`config.mk`:
```
export PLATFORM = sky130hd
export DESIGN_NAME = fpad_datapath
export DESIGN_NICKNAME = d
export VERILOG_FILES = /design/src/fpad_pkg.sv /design/src/fpad_datapath.sv
export SDC_FILE = /design/constraint.sdc
export NUM_CORES = 2
export LEC_CHECK = 0
export BUFFER_PORTS_ARGS = -buffer_cell sky130_fd_sc_hd__buf_4
export CELL_PAD_IN_SITES_DETAIL_PLACEMENT = 0
export CELL_PAD_IN_SITES_GLOBAL_PLACEMENT = 2
export CORE_MARGIN = 4
export CORE_UTILIZATION = 40
export DETAILED_ROUTE_END_ITERATION = 6
export PLACE_DENSITY_LB_ADDON = 0.15
export SLEW_MARGIN = 20
export SYNTH_ARGS = -nofsm -noshare
export SYNTH_HDL_FRONTEND = slang
export SYNTH_SLANG_ARGS = --single-unit
export TNS_END_PERCENT = 20
```
`constraint.sdc`:
```
create_clock -name pclk -period 12.7 [get_ports pclk]
set_input_delay 0.635 -clock pclk [delete_from_list [all_inputs] [get_ports pclk]]
set_output_delay 0.635 -clock pclk [all_outputs]
set_load 0.02 [all_outputs]
```
`src/fpad_pkg.sv`:
```
// Constants, types and encodings for the fixed-point arithmetic datapath.
// Assumes a single pclk domain; the register bus is APB with 32-bit data.
// Behaviour
// - Signed values are twos-complement only
// - ALU treats words as plain 16-bit patterns
// - Logic ops act bitwise, no sign handling
// - Overflow flag follows twos-complement sign rules
// - Carry flag is unsigned carry out of MSB
// - Negative flag reports signed result sign
// - Divide steps interpret operands signed or unsigned
// - Low words unsigned, top word signed
// - Fractional format is one sign, fifteen fractions
// - Multiplier operand signedness chosen per instruction
// - Product sign-extended across 40-bit result
// - Fractional mode shifts product left one bit
// - Integer mode writes product without shift
// - Logical shifts unsigned, arithmetic shifts signed
// - Exponent detection treats input as twos-complement
// - Status captured into status register on each ALU or MAC command
package fpad_pkg;

  // Register byte offsets
  localparam logic [7:0] FPAD_OFF_CMD = 8'h00;
  localparam logic [7:0] FPAD_OFF_OPS = 8'h04;
  localparam logic [7:0] FPAD_OFF_ALU_RES = 8'h08;
  localparam logic [7:0] FPAD_OFF_STATUS = 8'h0c;
  localparam logic [7:0] FPAD_OFF_MULT_LO = 8'h10;
  localparam logic [7:0] FPAD_OFF_MULT_HI = 8'h14;
  localparam logic [7:0] FPAD_OFF_SHF_RES = 8'h18;
  localparam logic [7:0] FPAD_OFF_IRQ_STAT = 8'h1c;
  localparam logic [7:0] FPAD_OFF_IRQ_MASK = 8'h20;
  localparam logic [7:0] FPAD_OFF_MODE = 8'h24;

  // Command word field positions
  localparam int FPAD_CMD_OP_LSB = 0;
  localparam int FPAD_CMD_UNIT_LSB = 8;
  localparam int FPAD_CMD_XS_BIT = 12;
  localparam int FPAD_CMD_YS_BIT = 13;
  localparam int FPAD_CMD_RND_BIT = 14;
  localparam int FPAD_CMD_AMT_LSB = 16;

  // Status register bit positions
  localparam int FPAD_ST_ZERO = 0;
  localparam int FPAD_ST_NEG = 1;
  localparam int FPAD_ST_CARRY = 2;
  localparam int FPAD_ST_OVF = 3;
  localparam int FPAD_ST_XSIGN = 4;
  localparam int FPAD_ST_QUOT = 5;
  localparam int FPAD_ST_MOVF = 6;

  // Reset values and rounding bias
  localparam logic [6:0] FPAD_RST_STATUS = 7'h00;
  localparam logic [1:0] FPAD_RST_IRQ = 2'h0;
  localparam logic FPAD_RST_MODE = 1'b0;
  localparam logic [15:0] FPAD_RND_BIAS = 16'h8000;

  // Interrupt event bits: ALU overflow, multiplier overflow
  localparam int FPAD_IRQ_AOVF = 0;
  localparam int FPAD_IRQ_MOVF = 1;

  // Unit select
  typedef enum logic [3:0] {
    FPAD_UNIT_ALU = 4'h0,
    FPAD_UNIT_MAC = 4'h1,
    FPAD_UNIT_SHF = 4'h2
  } fpad_unit_t;

  // ALU operations
  typedef enum logic [7:0] {
    FPAD_A_ADD = 8'h00, FPAD_A_ADC = 8'h01, FPAD_A_SUB = 8'h02, FPAD_A_SBB = 8'h03,
    FPAD_A_RSUB = 8'h04, FPAD_A_RSBB = 8'h05, FPAD_A_NEGX = 8'h06, FPAD_A_NEGY = 8'h07,
    FPAD_A_INCY = 8'h08, FPAD_A_DECY = 8'h09, FPAD_A_PASSX = 8'h0a, FPAD_A_PASSY = 8'h0b,
    FPAD_A_ZERO = 8'h0c, FPAD_A_ABSX = 8'h0d, FPAD_A_AND = 8'h0e, FPAD_A_OR = 8'h0f,
    FPAD_A_XOR = 8'h10, FPAD_A_NOTX = 8'h11, FPAD_A_NOTY = 8'h12,
    FPAD_A_SIGNED_DIVIDE_STEP = 8'h13, FPAD_A_DIVQ = 8'h14
  } fpad_alu_op_t;

  // MAC operations
  typedef enum logic [7:0] {
    FPAD_M_MUL = 8'h00, FPAD_M_MAC = 8'h01, FPAD_M_MSB = 8'h02, FPAD_M_CLR = 8'h03
  } fpad_mac_op_t;

  // Shifter operations
  typedef enum logic [7:0] {
    FPAD_S_LSH = 8'h00, FPAD_S_ASH = 8'h01, FPAD_S_EXP = 8'h02
  } fpad_shf_op_t;

  // Issued operation, latched from the command register
  typedef struct packed {
    logic [7:0] op;
    fpad_unit_t unit;
    logic x_signed;
    logic y_signed;
    logic round;
    logic [5:0] amount;
  } fpad_cmd_t;

  // Arithmetic status word
  typedef struct packed {
    logic mac_ovf;
    logic quot;
    logic x_sign;
    logic overflow_flag;
    logic carry_flag;
    logic negative_flag;
    logic zero;
  } fpad_status_t;

endpackage

```
`src/fpad_datapath.sv`:
```
// Fixed-point datapath: ALU, multiplier/accumulator and shifter behind an APB slave.
// Assumes one pclk domain; software writes operands then a command, which executes
// in the following cycle.
`timescale 1ns/1ps
module fpad_datapath (
  input wire logic pclk,
  input wire logic presetn,
  input wire logic psel,
  input wire logic penable,
  input wire logic pwrite,
  input wire logic [7:0] paddr,
  input wire logic [31:0] pwdata,
  output logic [31:0] prdata,
  output logic pready,
  output logic pslverr,
  output logic irq
);
  import fpad_pkg::*;

  // Bus strobes
  logic wr_en;
  assign wr_en = psel && penable && pwrite && pready;

  // Software-visible state and the command issue flag
  logic [15:0] x_q;  // X operand
  logic [15:0] y_q;  // Y operand
  logic [15:0] alu_res_q;  // ALU result
  logic [39:0] mult_result_reg_q;  // 40-bit multiplier result
  logic [15:0] shf_res_q;  // Shifter result
  logic [5:0] shf_exp_q;  // Exponent detect result
  fpad_status_t arith_status_reg_q;  // Arithmetic status
  logic [1:0] irq_stat_q;  // Sticky events
  logic [1:0] irq_mask_q;  // Enable per event
  logic frac_mode_q;  // High = fractional multiplier format
  fpad_cmd_t cmd_q;  // Pending command
  logic go_q;  // Command issued last cycle

  // Two-cycle APB: a setup then access with pready set in that access
  always_ff @(posedge pclk or negedge presetn) begin
    if (!presetn) begin
      pready <= 1'b0;
    end else begin
      pready <= psel && !penable;
    end
  end

  // Operand, mode and command capture
  always_ff @(posedge pclk or negedge presetn) begin
    if (!presetn) begin
      x_q <= 16'h0000;
      y_q <= 16'h0000;
      frac_mode_q <= FPAD_RST_MODE;
      cmd_q <= '0;
      go_q <= 1'b0;
    end else begin
      go_q <= 1'b0;
      if (wr_en && paddr == FPAD_OFF_OPS) begin
        x_q <= pwdata[15:0];
        y_q <= pwdata[31:16];
      end else if (wr_en && paddr == FPAD_OFF_MODE) begin
        frac_mode_q <= pwdata[0];
      end else if (wr_en && paddr == FPAD_OFF_CMD) begin
        cmd_q.op <= pwdata[FPAD_CMD_OP_LSB +: 8];
        cmd_q.unit <= fpad_unit_t'(pwdata[FPAD_CMD_UNIT_LSB +: 4]);
        cmd_q.x_signed <= pwdata[FPAD_CMD_XS_BIT];
        cmd_q.y_signed <= pwdata[FPAD_CMD_YS_BIT];
        cmd_q.round <= pwdata[FPAD_CMD_RND_BIT];
        cmd_q.amount <= pwdata[FPAD_CMD_AMT_LSB +: 6];
        go_q <= 1'b1;
      end
    end
  end

  // ALU combinational result
  logic [16:0] alu_sum;  // Carry in bit 16
  logic [15:0] alu_a;  // Effective first addend
  logic [15:0] alu_b;  // Effective second addend
  logic alu_cin;  // Effective carry in
  logic alu_arith;  // Operation uses adder and its flags
  logic [15:0] alu_r;  // Result pattern
  logic alu_ovf;  // Overflow
  logic alu_quot;  // Quotient bit for divide steps
  always_comb begin
    alu_a = x_q;
    alu_b = y_q;
    alu_cin = 1'b0;
    alu_arith = 1'b1;
    alu_quot = arith_status_reg_q.quot;
    case (cmd_q.op)
      FPAD_A_ADD: begin
      end
      FPAD_A_ADC: alu_cin = arith_status_reg_q.carry_flag;
      FPAD_A_SUB: begin alu_b = ~y_q; alu_cin = 1'b1; end
      FPAD_A_SBB: begin alu_b = ~y_q; alu_cin = arith_status_reg_q.carry_flag; end
      FPAD_A_RSUB: begin alu_a = ~x_q; alu_cin = 1'b1; end
      FPAD_A_RSBB: begin alu_a = ~x_q; alu_cin = arith_status_reg_q.carry_flag; end
      FPAD_A_NEGX: begin alu_a = ~x_q; alu_b = 16'h0000; alu_cin = 1'b1; end
      FPAD_A_NEGY: begin alu_a = 16'h0000; alu_b = ~y_q; alu_cin = 1'b1; end
      FPAD_A_INCY: begin alu_a = 16'h0000; alu_cin = 1'b1; end
      FPAD_A_DECY: alu_a = 16'hffff;
      FPAD_A_PASSX: alu_b = 16'h0000;
      FPAD_A_PASSY: alu_a = 16'h0000;
      FPAD_A_ZERO: begin alu_a = 16'h0000; alu_b = 16'h0000; end
      FPAD_A_ABSX: begin
        alu_a = x_q[15] ? ~x_q : x_q;
        alu_b = 16'h0000;
        alu_cin = x_q[15];
      end
      // signed step, sign taken from operands
      FPAD_A_SIGNED_DIVIDE_STEP: begin
        alu_quot = x_q[15] ^ y_q[15];
        alu_a = x_q;
        alu_b = 16'h0000;
      end
      // unsigned step, add or subtract by quotient
      FPAD_A_DIVQ: begin
        alu_b = arith_status_reg_q.quot ? y_q : ~y_q;
        alu_cin = !arith_status_reg_q.quot;
        alu_quot = x_q[15] ^ y_q[15];
      end
      default: alu_arith = 1'b0;
    endcase
    alu_sum = {1'b0, alu_a} + {1'b0, alu_b} + {16'h0000, alu_cin};
    case (cmd_q.op)
      FPAD_A_AND: alu_r = x_q & y_q;
      FPAD_A_OR: alu_r = x_q | y_q;
      FPAD_A_XOR: alu_r = x_q ^ y_q;
      FPAD_A_NOTX: alu_r = ~x_q;
      FPAD_A_NOTY: alu_r = ~y_q;
      default: alu_r = alu_sum[15:0];
    endcase
    // signs of addends agree but result differs
    alu_ovf = alu_arith && (alu_a[15] == alu_b[15]) && (alu_sum[15] != alu_a[15]);
  end

  // Multiplier: per-instruction operand signedness
  logic signed [16:0] mx;  // X extended by its signedness
  logic signed [16:0] my;  // Y extended by its signedness
  logic signed [33:0] prod_full;  // Exact product
  logic [31:0] prod;  // 32-bit product
  logic [39:0] prod_adj;  // Format-adjusted, extended product
  logic [39:0] mac_next;  // Next result register value
  logic mac_ovf;  // Upper guard bits disagree with sign
  always_comb begin
    mx = $signed({cmd_q.x_signed & x_q[15], x_q});
    my = $signed({cmd_q.y_signed & y_q[15], y_q});
    prod_full = mx * my;
    prod = prod_full[31:0];
    // signed product extended to 40 bits
    if (frac_mode_q) begin
      prod_adj = {{7{prod[31]}}, prod, 1'b0};
    end else begin
      prod_adj = {{8{prod[31]}}, prod};
    end
    case (cmd_q.op)
      FPAD_M_MAC: mac_next = mult_result_reg_q + prod_adj;
      FPAD_M_MSB: mac_next = mult_result_reg_q - prod_adj;
      FPAD_M_CLR: mac_next = 40'h00_0000_0000;
      default: mac_next = prod_adj;
    endcase
    // Rounding adds half an LSB of the 16-bit upper word
    if (cmd_q.round) begin
      mac_next = mac_next + {24'h000000, FPAD_RND_BIAS};
    end
    mac_ovf = (mac_next[39:31] != {9{mac_next[39]}});
  end

  // Shifter
  logic [15:0] shf_r;  // Shift result
  logic [5:0] exp_r;  // Redundant sign bits count
  always_comb begin
    shf_r = x_q;
    exp_r = 6'd15;  // All bits copy the sign unless one below differs
    case (cmd_q.op)
      FPAD_S_LSH: shf_r = x_q << cmd_q.amount[3:0];
      FPAD_S_ASH: shf_r = 16'($signed(x_q) >>> cmd_q.amount[3:0]);
      default: shf_r = x_q;
    endcase
    // highest bit unlike the sign sets the count
    for (int i = 0; i <= 14; i++) begin
      if (x_q[i] != x_q[15]) begin
        exp_r = 6'(14 - i);
      end
    end
  end

  // Execute and capture results
  always_ff @(posedge pclk or negedge presetn) begin
    if (!presetn) begin
      alu_res_q <= 16'h0000;
      mult_result_reg_q <= 40'h00_0000_0000;
      shf_res_q <= 16'h0000;
      shf_exp_q <= 6'd0;
      arith_status_reg_q <= FPAD_RST_STATUS;
    end else if (go_q) begin
      if (cmd_q.unit == FPAD_UNIT_ALU) begin
        alu_res_q <= alu_r;
        // flags latched at end of cycle
        arith_status_reg_q.zero <= (alu_r == 16'h0000);
        arith_status_reg_q.negative_flag <= alu_r[15];
        arith_status_reg_q.carry_flag <= alu_arith & alu_sum[16];
        arith_status_reg_q.overflow_flag <= alu_ovf;
        arith_status_reg_q.x_sign <= x_q[15];
        arith_status_reg_q.quot <= alu_quot;
      end else if (cmd_q.unit == FPAD_UNIT_MAC) begin
        mult_result_reg_q <= mac_next;
        arith_status_reg_q.mac_ovf <= mac_ovf;
      end else if (cmd_q.unit == FPAD_UNIT_SHF) begin
        shf_res_q <= shf_r;
        shf_exp_q <= exp_r;
      end
    end
  end

  // Interrupt status and mask; set wins over write-one-to-clear
  logic [1:0] ev;
  assign ev[FPAD_IRQ_AOVF] = go_q && cmd_q.unit == FPAD_UNIT_ALU && alu_ovf;
  assign ev[FPAD_IRQ_MOVF] = go_q && cmd_q.unit == FPAD_UNIT_MAC && mac_ovf;
  always_ff @(posedge pclk or negedge presetn) begin
    if (!presetn) begin
      irq_stat_q <= FPAD_RST_IRQ;
      irq_mask_q <= FPAD_RST_IRQ;
      irq <= 1'b0;
    end else begin
      if (wr_en && paddr == FPAD_OFF_IRQ_STAT) begin
        irq_stat_q <= (irq_stat_q & ~pwdata[1:0]) | ev;
      end else begin
        irq_stat_q <= irq_stat_q | ev;
      end
      if (wr_en && paddr == FPAD_OFF_IRQ_MASK) begin
        irq_mask_q <= pwdata[1:0];
      end
      irq <= |(irq_stat_q & irq_mask_q);
    end
  end

  // Read mux, registered in setup so data is valid with pready
  always_ff @(posedge pclk or negedge presetn) begin
    if (!presetn) begin
      prdata <= 32'h0000_0000;
      pslverr <= 1'b0;
    end else if (psel && !penable) begin
      pslverr <= 1'b0;
      prdata <= 32'h0000_0000;
      if (paddr == FPAD_OFF_CMD) begin
        prdata <= {10'h000, cmd_q.amount, 1'b0, cmd_q.round, cmd_q.y_signed, cmd_q.x_signed,
                   cmd_q.unit, cmd_q.op};
      end else if (paddr == FPAD_OFF_OPS) begin
        prdata <= {y_q, x_q};
      end else if (paddr == FPAD_OFF_ALU_RES) begin
        prdata <= {16'h0000, alu_res_q};
      end else if (paddr == FPAD_OFF_STATUS) begin
        prdata <= {25'h0000000, arith_status_reg_q};
      end else if (paddr == FPAD_OFF_MULT_LO) begin
        // low word unsigned, high word sign-extended
        prdata <= mult_result_reg_q[31:0];
      end else if (paddr == FPAD_OFF_MULT_HI) begin
        prdata <= {{24{mult_result_reg_q[39]}}, mult_result_reg_q[39:32]};
      end else if (paddr == FPAD_OFF_SHF_RES) begin
        prdata <= {10'h000, shf_exp_q, shf_res_q};
      end else if (paddr == FPAD_OFF_IRQ_STAT) begin
        prdata <= {30'h00000000, irq_stat_q};
      end else if (paddr == FPAD_OFF_IRQ_MASK) begin
        prdata <= {30'h00000000, irq_mask_q};
      end else if (paddr == FPAD_OFF_MODE) begin
        prdata <= {31'h00000000, frac_mode_q};
      end else begin
        pslverr <= 1'b1;
      end
    end else begin  // Error stands for the access cycle only
      pslverr <= 1'b0;
    end
  end

  // fractional operands are 1.15; the datapath only fixes where the
  // product binary point lands, via the mode shift above.

endmodule

```
== Word-level counts from Yosys, hierarchy flattened ==
Index checks and enable logic that the tools add are counted.
W data, S select, Z words.
Word-level totals
  output and inout port bits: 35
  bits of input ports: 45
  register bits: 179
Cells by class
  equality and inequality tests: 49
  $add $sub $neg: 5
  multipliers: 1
  shifts and indexed selects: 2
  bitwise operators: 18
  reductions and logical operators: 36
  mux-type cells: 51
Operators by type and width (count)
  $mux W32: 7
  $pmux W40 S3: 1
  $mux W6: 14
  $eq A8 B4 Y1 const B: 10
  $pmux W16 S5: 1
  $eq A8 B5 Y1 const B: 9
  $pmux W16 S4: 1
  $pmux W16 S3: 1
  $add A40 B16 Y40 const B: 1
  $add A40 B40 Y40: 1
  $eq A8 B3 Y1 const B: 5
  $mux W40: 1
  $sub A40 B40 Y40: 1
  $mul A17 B17 Y32: 1
  $mux W16: 2
  $not A16 Y16: 2
  $pmux W16 S2: 1
  $mux W22: 1
  $add A16 B16 Y17: 1
  $add A17 B1 Y17: 1
  $mux W1: 17
  $and A16 B16 Y16: 1
  $eq A8 B2 Y1 const B: 2
  $eq A8 B6 Y1 const B: 2
  31 further kinds: 78

== Depth between registers and ports, before layout ==
  depth in word-level cells: 16
  depth in mapped cells: 47
  gate-level depth less buffers: 45

== Least setup slack after synthesis ==
OpenSTA, ideal clock, no wires.
  path kind: register -> register
  start point: register x_q[15]
  end point: register arith_status_reg_q[6] (netlist bit)
  path buffers: 5
  path slack: 2083 ps
  arrival time: 10481 ps
  data required time: 12564 ps
  stages on the path, launching flop included: 43
  period minus slack after synthesis: 10617 ps
  cells stage by stage: dfrtp_1 > clkbuf_1 > clkbuf_1 > clkbuf_1 > clkbuf_1 > nand2_1 > fa_1 > inv_1 > fa_1 > inv_1 > fa_1 > inv_1 > fa_1 > fa_1 > inv_1 > fa_1 > inv_1 > ha_1 > [... 7 more ...] > nand3_1 > nor2_1 > nor2_1 > xnor2_1 > ha_1 > clkbuf_1 > a211o_1 > a211o_1 > a211oi_1 > a211o_1 > a211oi_1 > o21ai_0 > or3b_2 > mux2_2 > o211ai_1 > xnor2_1 > nor4b_1 > o31ai_1
On the way
  longest elaborated chain between the ends: 8
  elaborated cells on any way between the ends: 9
  classes of those cells: 3 x add/sub; 1 x mul; 1 x eq/ne; 3 x mux; 1 x bitwise
RTL lines
  start, declared: RTL line fpad_datapath.sv:25  | logic [15:0] x_q;
  start signal, assigned: RTL line fpad_datapath.sv:58  | x_q <= pwdata[15:0];
  $and A1 B1 Y1: RTL line fpad_datapath.sv:145  | mx = $signed({cmd_q.x_signed & x_q[15], x_q});
  $mul A17 B17 Y32 (*): RTL line fpad_datapath.sv:147  | prod_full = mx * my;
  $mux W32: RTL line fpad_datapath.sv:150  | if (frac_mode_q) begin
  $sub A40 B40 Y40 or $add A40 B40 Y40 (tied branches): RTL line fpad_datapath.sv:157, fpad_datapath.sv:156
  $pmux W40 S3 (*): RTL line fpad_datapath.sv:155  | case (cmd_q.op)
  $add A40 B16 Y40: RTL line fpad_datapath.sv:163  | mac_next = mac_next + {24'h000000, FPAD_RND_BIAS};
  $mux W40 (*): RTL line fpad_datapath.sv:162  | if (cmd_q.round) begin
  $ne A8 B8 Y1 (*): RTL line fpad_datapath.sv:165  | mac_ovf = (mac_next[39:31] != {9{mac_next[39]}});
  end, declared: RTL line fpad_datapath.sv:31  | fpad_status_t arith_status_reg_q;
Mark *: on every way between the ends. The rest lies on a longest branch, timed or not.
A chain may end at the register's enable or synchronous reset.

== Final worst setup path ==
  start point: register x_q[9]
  end point: register irq_stat_q[1]
On the way
  longest elaborated chain between the ends: 10
  elaborated cells on any way between the ends: 12
  classes of those cells: 3 x add/sub; 1 x mul; 1 x eq/ne; 4 x mux; 2 x bitwise; 1 x reduce/logical
RTL lines
  $mul A17 B17 Y32 (*): RTL line fpad_datapath.sv:147
  $mux W32: RTL line fpad_datapath.sv:150
  $sub A40 B40 Y40 or $add A40 B40 Y40 (tied branches): RTL line fpad_datapath.sv:157, fpad_datapath.sv:156
  $pmux W40 S3 (*): RTL line fpad_datapath.sv:155
  $add A40 B16 Y40: RTL line fpad_datapath.sv:163
  $mux W40 (*): RTL line fpad_datapath.sv:162
  $ne A8 B8 Y1 (*): RTL line fpad_datapath.sv:165
  $logic_and A1 B1 Y1 (*): RTL line fpad_datapath.sv:218  | assign ev[FPAD_IRQ_MOVF] = go_q && cmd_q.unit == FPAD_UNIT_MAC && mac_ovf;
  $or A2 B2 Y2 (on tied branches): RTL line fpad_datapath.sv:228, fpad_datapath.sv:226
  $mux W2 (*): RTL line fpad_datapath.sv:225  | if (wr_en && paddr == FPAD_OFF_IRQ_STAT) begin
  end signal, assigned: RTL line fpad_datapath.sv:226  | irq_stat_q <= (irq_stat_q & ~pwdata[1:0]) | ev;
  end signal, assigned: RTL line fpad_datapath.sv:228  | irq_stat_q <= irq_stat_q | ev;
  end, declared: RTL line fpad_datapath.sv:32  | logic [1:0] irq_stat_q;
Marked as above.

==> results_dict.tcl <==
set metrics [dict create \
    die-area_sq_um 72200 \
    synth_cells 3376 \
    clock_path_buffers 2 \
    antenna_left 0 \
    min_path_type "input port to asynchronous set/reset pin" \
    path_class "register to register" \
    initial_core_util_pct 40.4 \
    drive_above_1_share_pct 10.4 \
    root_buffer "clkbuf_16" \
    mostFrequentLayoutCells "403 x nand2_1, 382 x inv_1, 336 x nor2_1, 284 x fa_1, 251 x o21ai_0" \
    portBuffers 79 \
    place_congestion 0.961 \
    rows 95 \
    maxCapViolations 0 \
    numCtsBuffers 17 \
    p_leak_nw 13.6 \
    grt_pass1_wl_mm 170 \
    nets 3854 \
    stdcell_area_sq_um 29400 \
    violations "design-rule violations" \
    drt-initial-drc-count 2536 \
    wl_mm 115 \
    grt_max_degree 116 \
    finalHoldViolations 0 \
    yosys_register_bits 176 \
    skew_ps 14.0 \
    seq_area_sq_um 4410 \
    grt_antenna_before_repair 3 \
    synth_edf_count 0 \
    slowest_stage "dfrtp_1" \
    endpoint_kind "register" \
    die_x_um 269 \
    worst_slew_pin_slew_ps 1200 \
    tns_ps 0 \
    gr-total-overflow 0 \
    ir_worst_vdd_uv 84.1 \
    start_kind "register" \
    synth_flop_cell "dfrtp_1" \
    dieHeight_um 269 \
    cts_sinks 176 \
    yosys_warnings 0 \
    cp_max_fo 11 \
    clk_pin_slew_worst_paths_ps 80 \
    cpPeakStageDelay_ps 820 \
    max_slew_margin_pct 19.6 \
    area_delta_synth_final_pct 8.31 \
    routedWlPerCell_um 27.1 \
    crit_family "adder cells" \
    tritoncts "done" \
    total_power_mw 1.36 \
    n_antenna_cell 0 \
    route.met3.wl_mm 8.01 \
    synth_nets 3876 \
    critPathArrivalTime_ps 12250 \
    required_ps 13030 \
    top_layer_used "met4" \
    htreeDepth 4 \
    fillerInstances 6838 \
    multi_input_area_sq_um 20500 \
    path_buf_inv 5 \
    grt_usage_pct 31.7 \
    rsz0062_at_grt "no" \
    post_cts_buffers 0 \
    setup_viol 0 \
    slew_viol_final 0 \
    async_flop_share_pct 100 \
    clk_latency_ps 470 \
    io_pins 80 \
    fin_crit_ps 11920 \
    synth.cell_area_sq_um 27200 \
    synth.distinct_cells 96 \
    post_dp_cell_area_sq_um 28800 \
    min_period_over_period_pct 93.9 \
    num_vias 25500 \
    fmax_mhz 83.9 \
    grt_pass1_vias 25500 \
    power_density_nw_per_um2 46.3 \
    wl_met1_mm 49.3 \
    status "finished, violations left" \
    dr_wl_met2_mm 52.9 \
    core_region_area_sq_um 67300 \
    drc_errors 5 \
    final_common_cell "nand2_1" \
    dp_hpwl_mm 90.0 \
    first_pass_iters 7 \
    ys_seq_area_share_pct 16.2 \
    syn_area_per_cell_sq_um 8.05 \
    crit_top_cell "fa_1" \
    via_per_inst 6.02 \
]
[state kept, by name, summed over array words and instances (netlist names)]
name and flops:
alu_res_q 16, arith_status_reg_q 6, cmd_q 21, frac_mode_q 1, go_q 1, irq 1
irq_mask_q 2, irq_stat_q 2, mult_result_reg_q 40, prdata 32, pready 1, pslverr 1
shf_exp_q 4, shf_res_q 16, x_q 16, y_q 16
[cell type report]
| type | instances | share of cell area (%) |
|---|---|---|
| Multi-Input combinational cell | 2587 | 69.7 |
| Sequential cell | 176 | 15.0 |
| Inverter | 395 | 5.04 |
| Timing Repair Buffer | 177 | 4.53 |
| Tap cell | 873 | 3.71 |
| Clock buffer | 17 | 1.44 |
| Clock inverter | 15 | 0.565 |
[worst paths after layout]
kind / depth (start not counted) / endpoint / slack, ps / startpoint
max in group asynchronous: 2 / cmd_q[8] / 10790 / presetn
hold reg to reg: 1 / shf_res_q[7] / 490 / shf_res_q[7]
setup reg to reg: 37 / irq_stat_q[1] / 780 / x_q[9]
setup / recovery: 37 / irq_stat_q[1] / 780 / x_q[9]
min in group pclk: 2 / y_q[8] / 400 / pwdata[24]
hold / removal: 1 / go_q / 330 / presetn
[report_power, final]
group          total, mW  switching [mW]  internal (mW)
sequential         0.577         0.00908          0.568
clock              0.548           0.283          0.265
combinational      0.237           0.154         0.0827
[cell families (layout without fill, tap and decap cells)]
| family | Yosys count | in the layout | synth area share (%) |
|---|---|---|---|
| xor+xnor | 113 | 113 | 3.64 |
| flops | 176 | 176 | 16.2 |
| simple gates | 1061 | 1061 | 17.6 |
| mux | 135 | 135 | 5.86 |
| buf+inv | 613 | 604 | 8.57 |
| fa+ha+maj | 455 | 455 | 28.8 |
| compound gates | 823 | 823 | 19.3 |
[synthesized netlist by cell type (all sizes together), types with 16 or more instances]
| cell type | count | area [sq um] |
|---|---|---|
| nand2 | 405 | 1520 |
| inv | 387 | 1450 |
| nor2 | 340 | 1280 |
| fa | 285 | 5710 |
| o21ai | 256 | 1280 |
| a21oi | 181 | 917 |
| dfrtp | 176 | 4400 |
| clkbuf | 174 | 654 |
| ha | 170 | 2130 |
| nor3 | 74 | 392 |
| xnor2 | 68 | 596 |
| mux2 | 63 | 709 |
| mux2i | 60 | 613 |
| nand3 | 46 | 230 |
| xor2 | 45 | 394 |
| buf | 44 | 191 |
| a221oi | 38 | 333 |
| a31oi | 38 | 238 |
| a22oi | 36 | 275 |
| a211oi | 29 | 223 |
| a21o | 29 | 218 |
| o22ai | 28 | 181 |
| o211ai | 25 | 188 |
| nand2b | 24 | 150 |
| o31ai | 23 | 186 |
| o21a | 22 | 166 |
| nand4 | 20 | 125 |
| a222oi | 19 | 190 |
| a22o | 19 | 166 |
| and2 | 19 | 119 |
| and3 | 18 | 113 |
| nor2b | 18 | 113 |
| or3 | 17 | 111 |
| nor4 | 16 | 106 |
[timing repair]
| action | CTS | global route |
|---|---|---|
| hold buffers | 0 | 0 |
| endpoints found under the setup margin | 0 | 3 |
| gates resized for setup | 0 | 12 |
[through the flow]
step / hold WS [ps] / std cells / setup WS [ps] / util, %
after global placement: 463 / 4208 / 505 / 42.8
after detailed placement: 469 / 4208 / 532 / 42.8
after floorplan: 339 / 3376 / 2080 / -
final: 331 / 4240 / 777 / 43.8
after CTS: 362 / 4240 / 464 / 43.7
after global routing: 396 / 4240 / 33.7 / 43.8
[worst reg2reg max path, delay by kind of cell (launching register included)]
kind	cells	cell delay [ps]
flops	1	820
buf+inv	5	620
mux	1	280
xor+xnor	2	530
simple gates	9	2080
compound gates	11	3180
fa+ha+maj	9	4260
[layer usage]
metal	GRT usage, %	vias to the layer above
li1	-	11400
met1	43.5	12800
met2	51.7	1087
met3	4.62	199
met4	11.1	0
met5	0	-
Note: power is estimated with default switching activity, not from simulation.
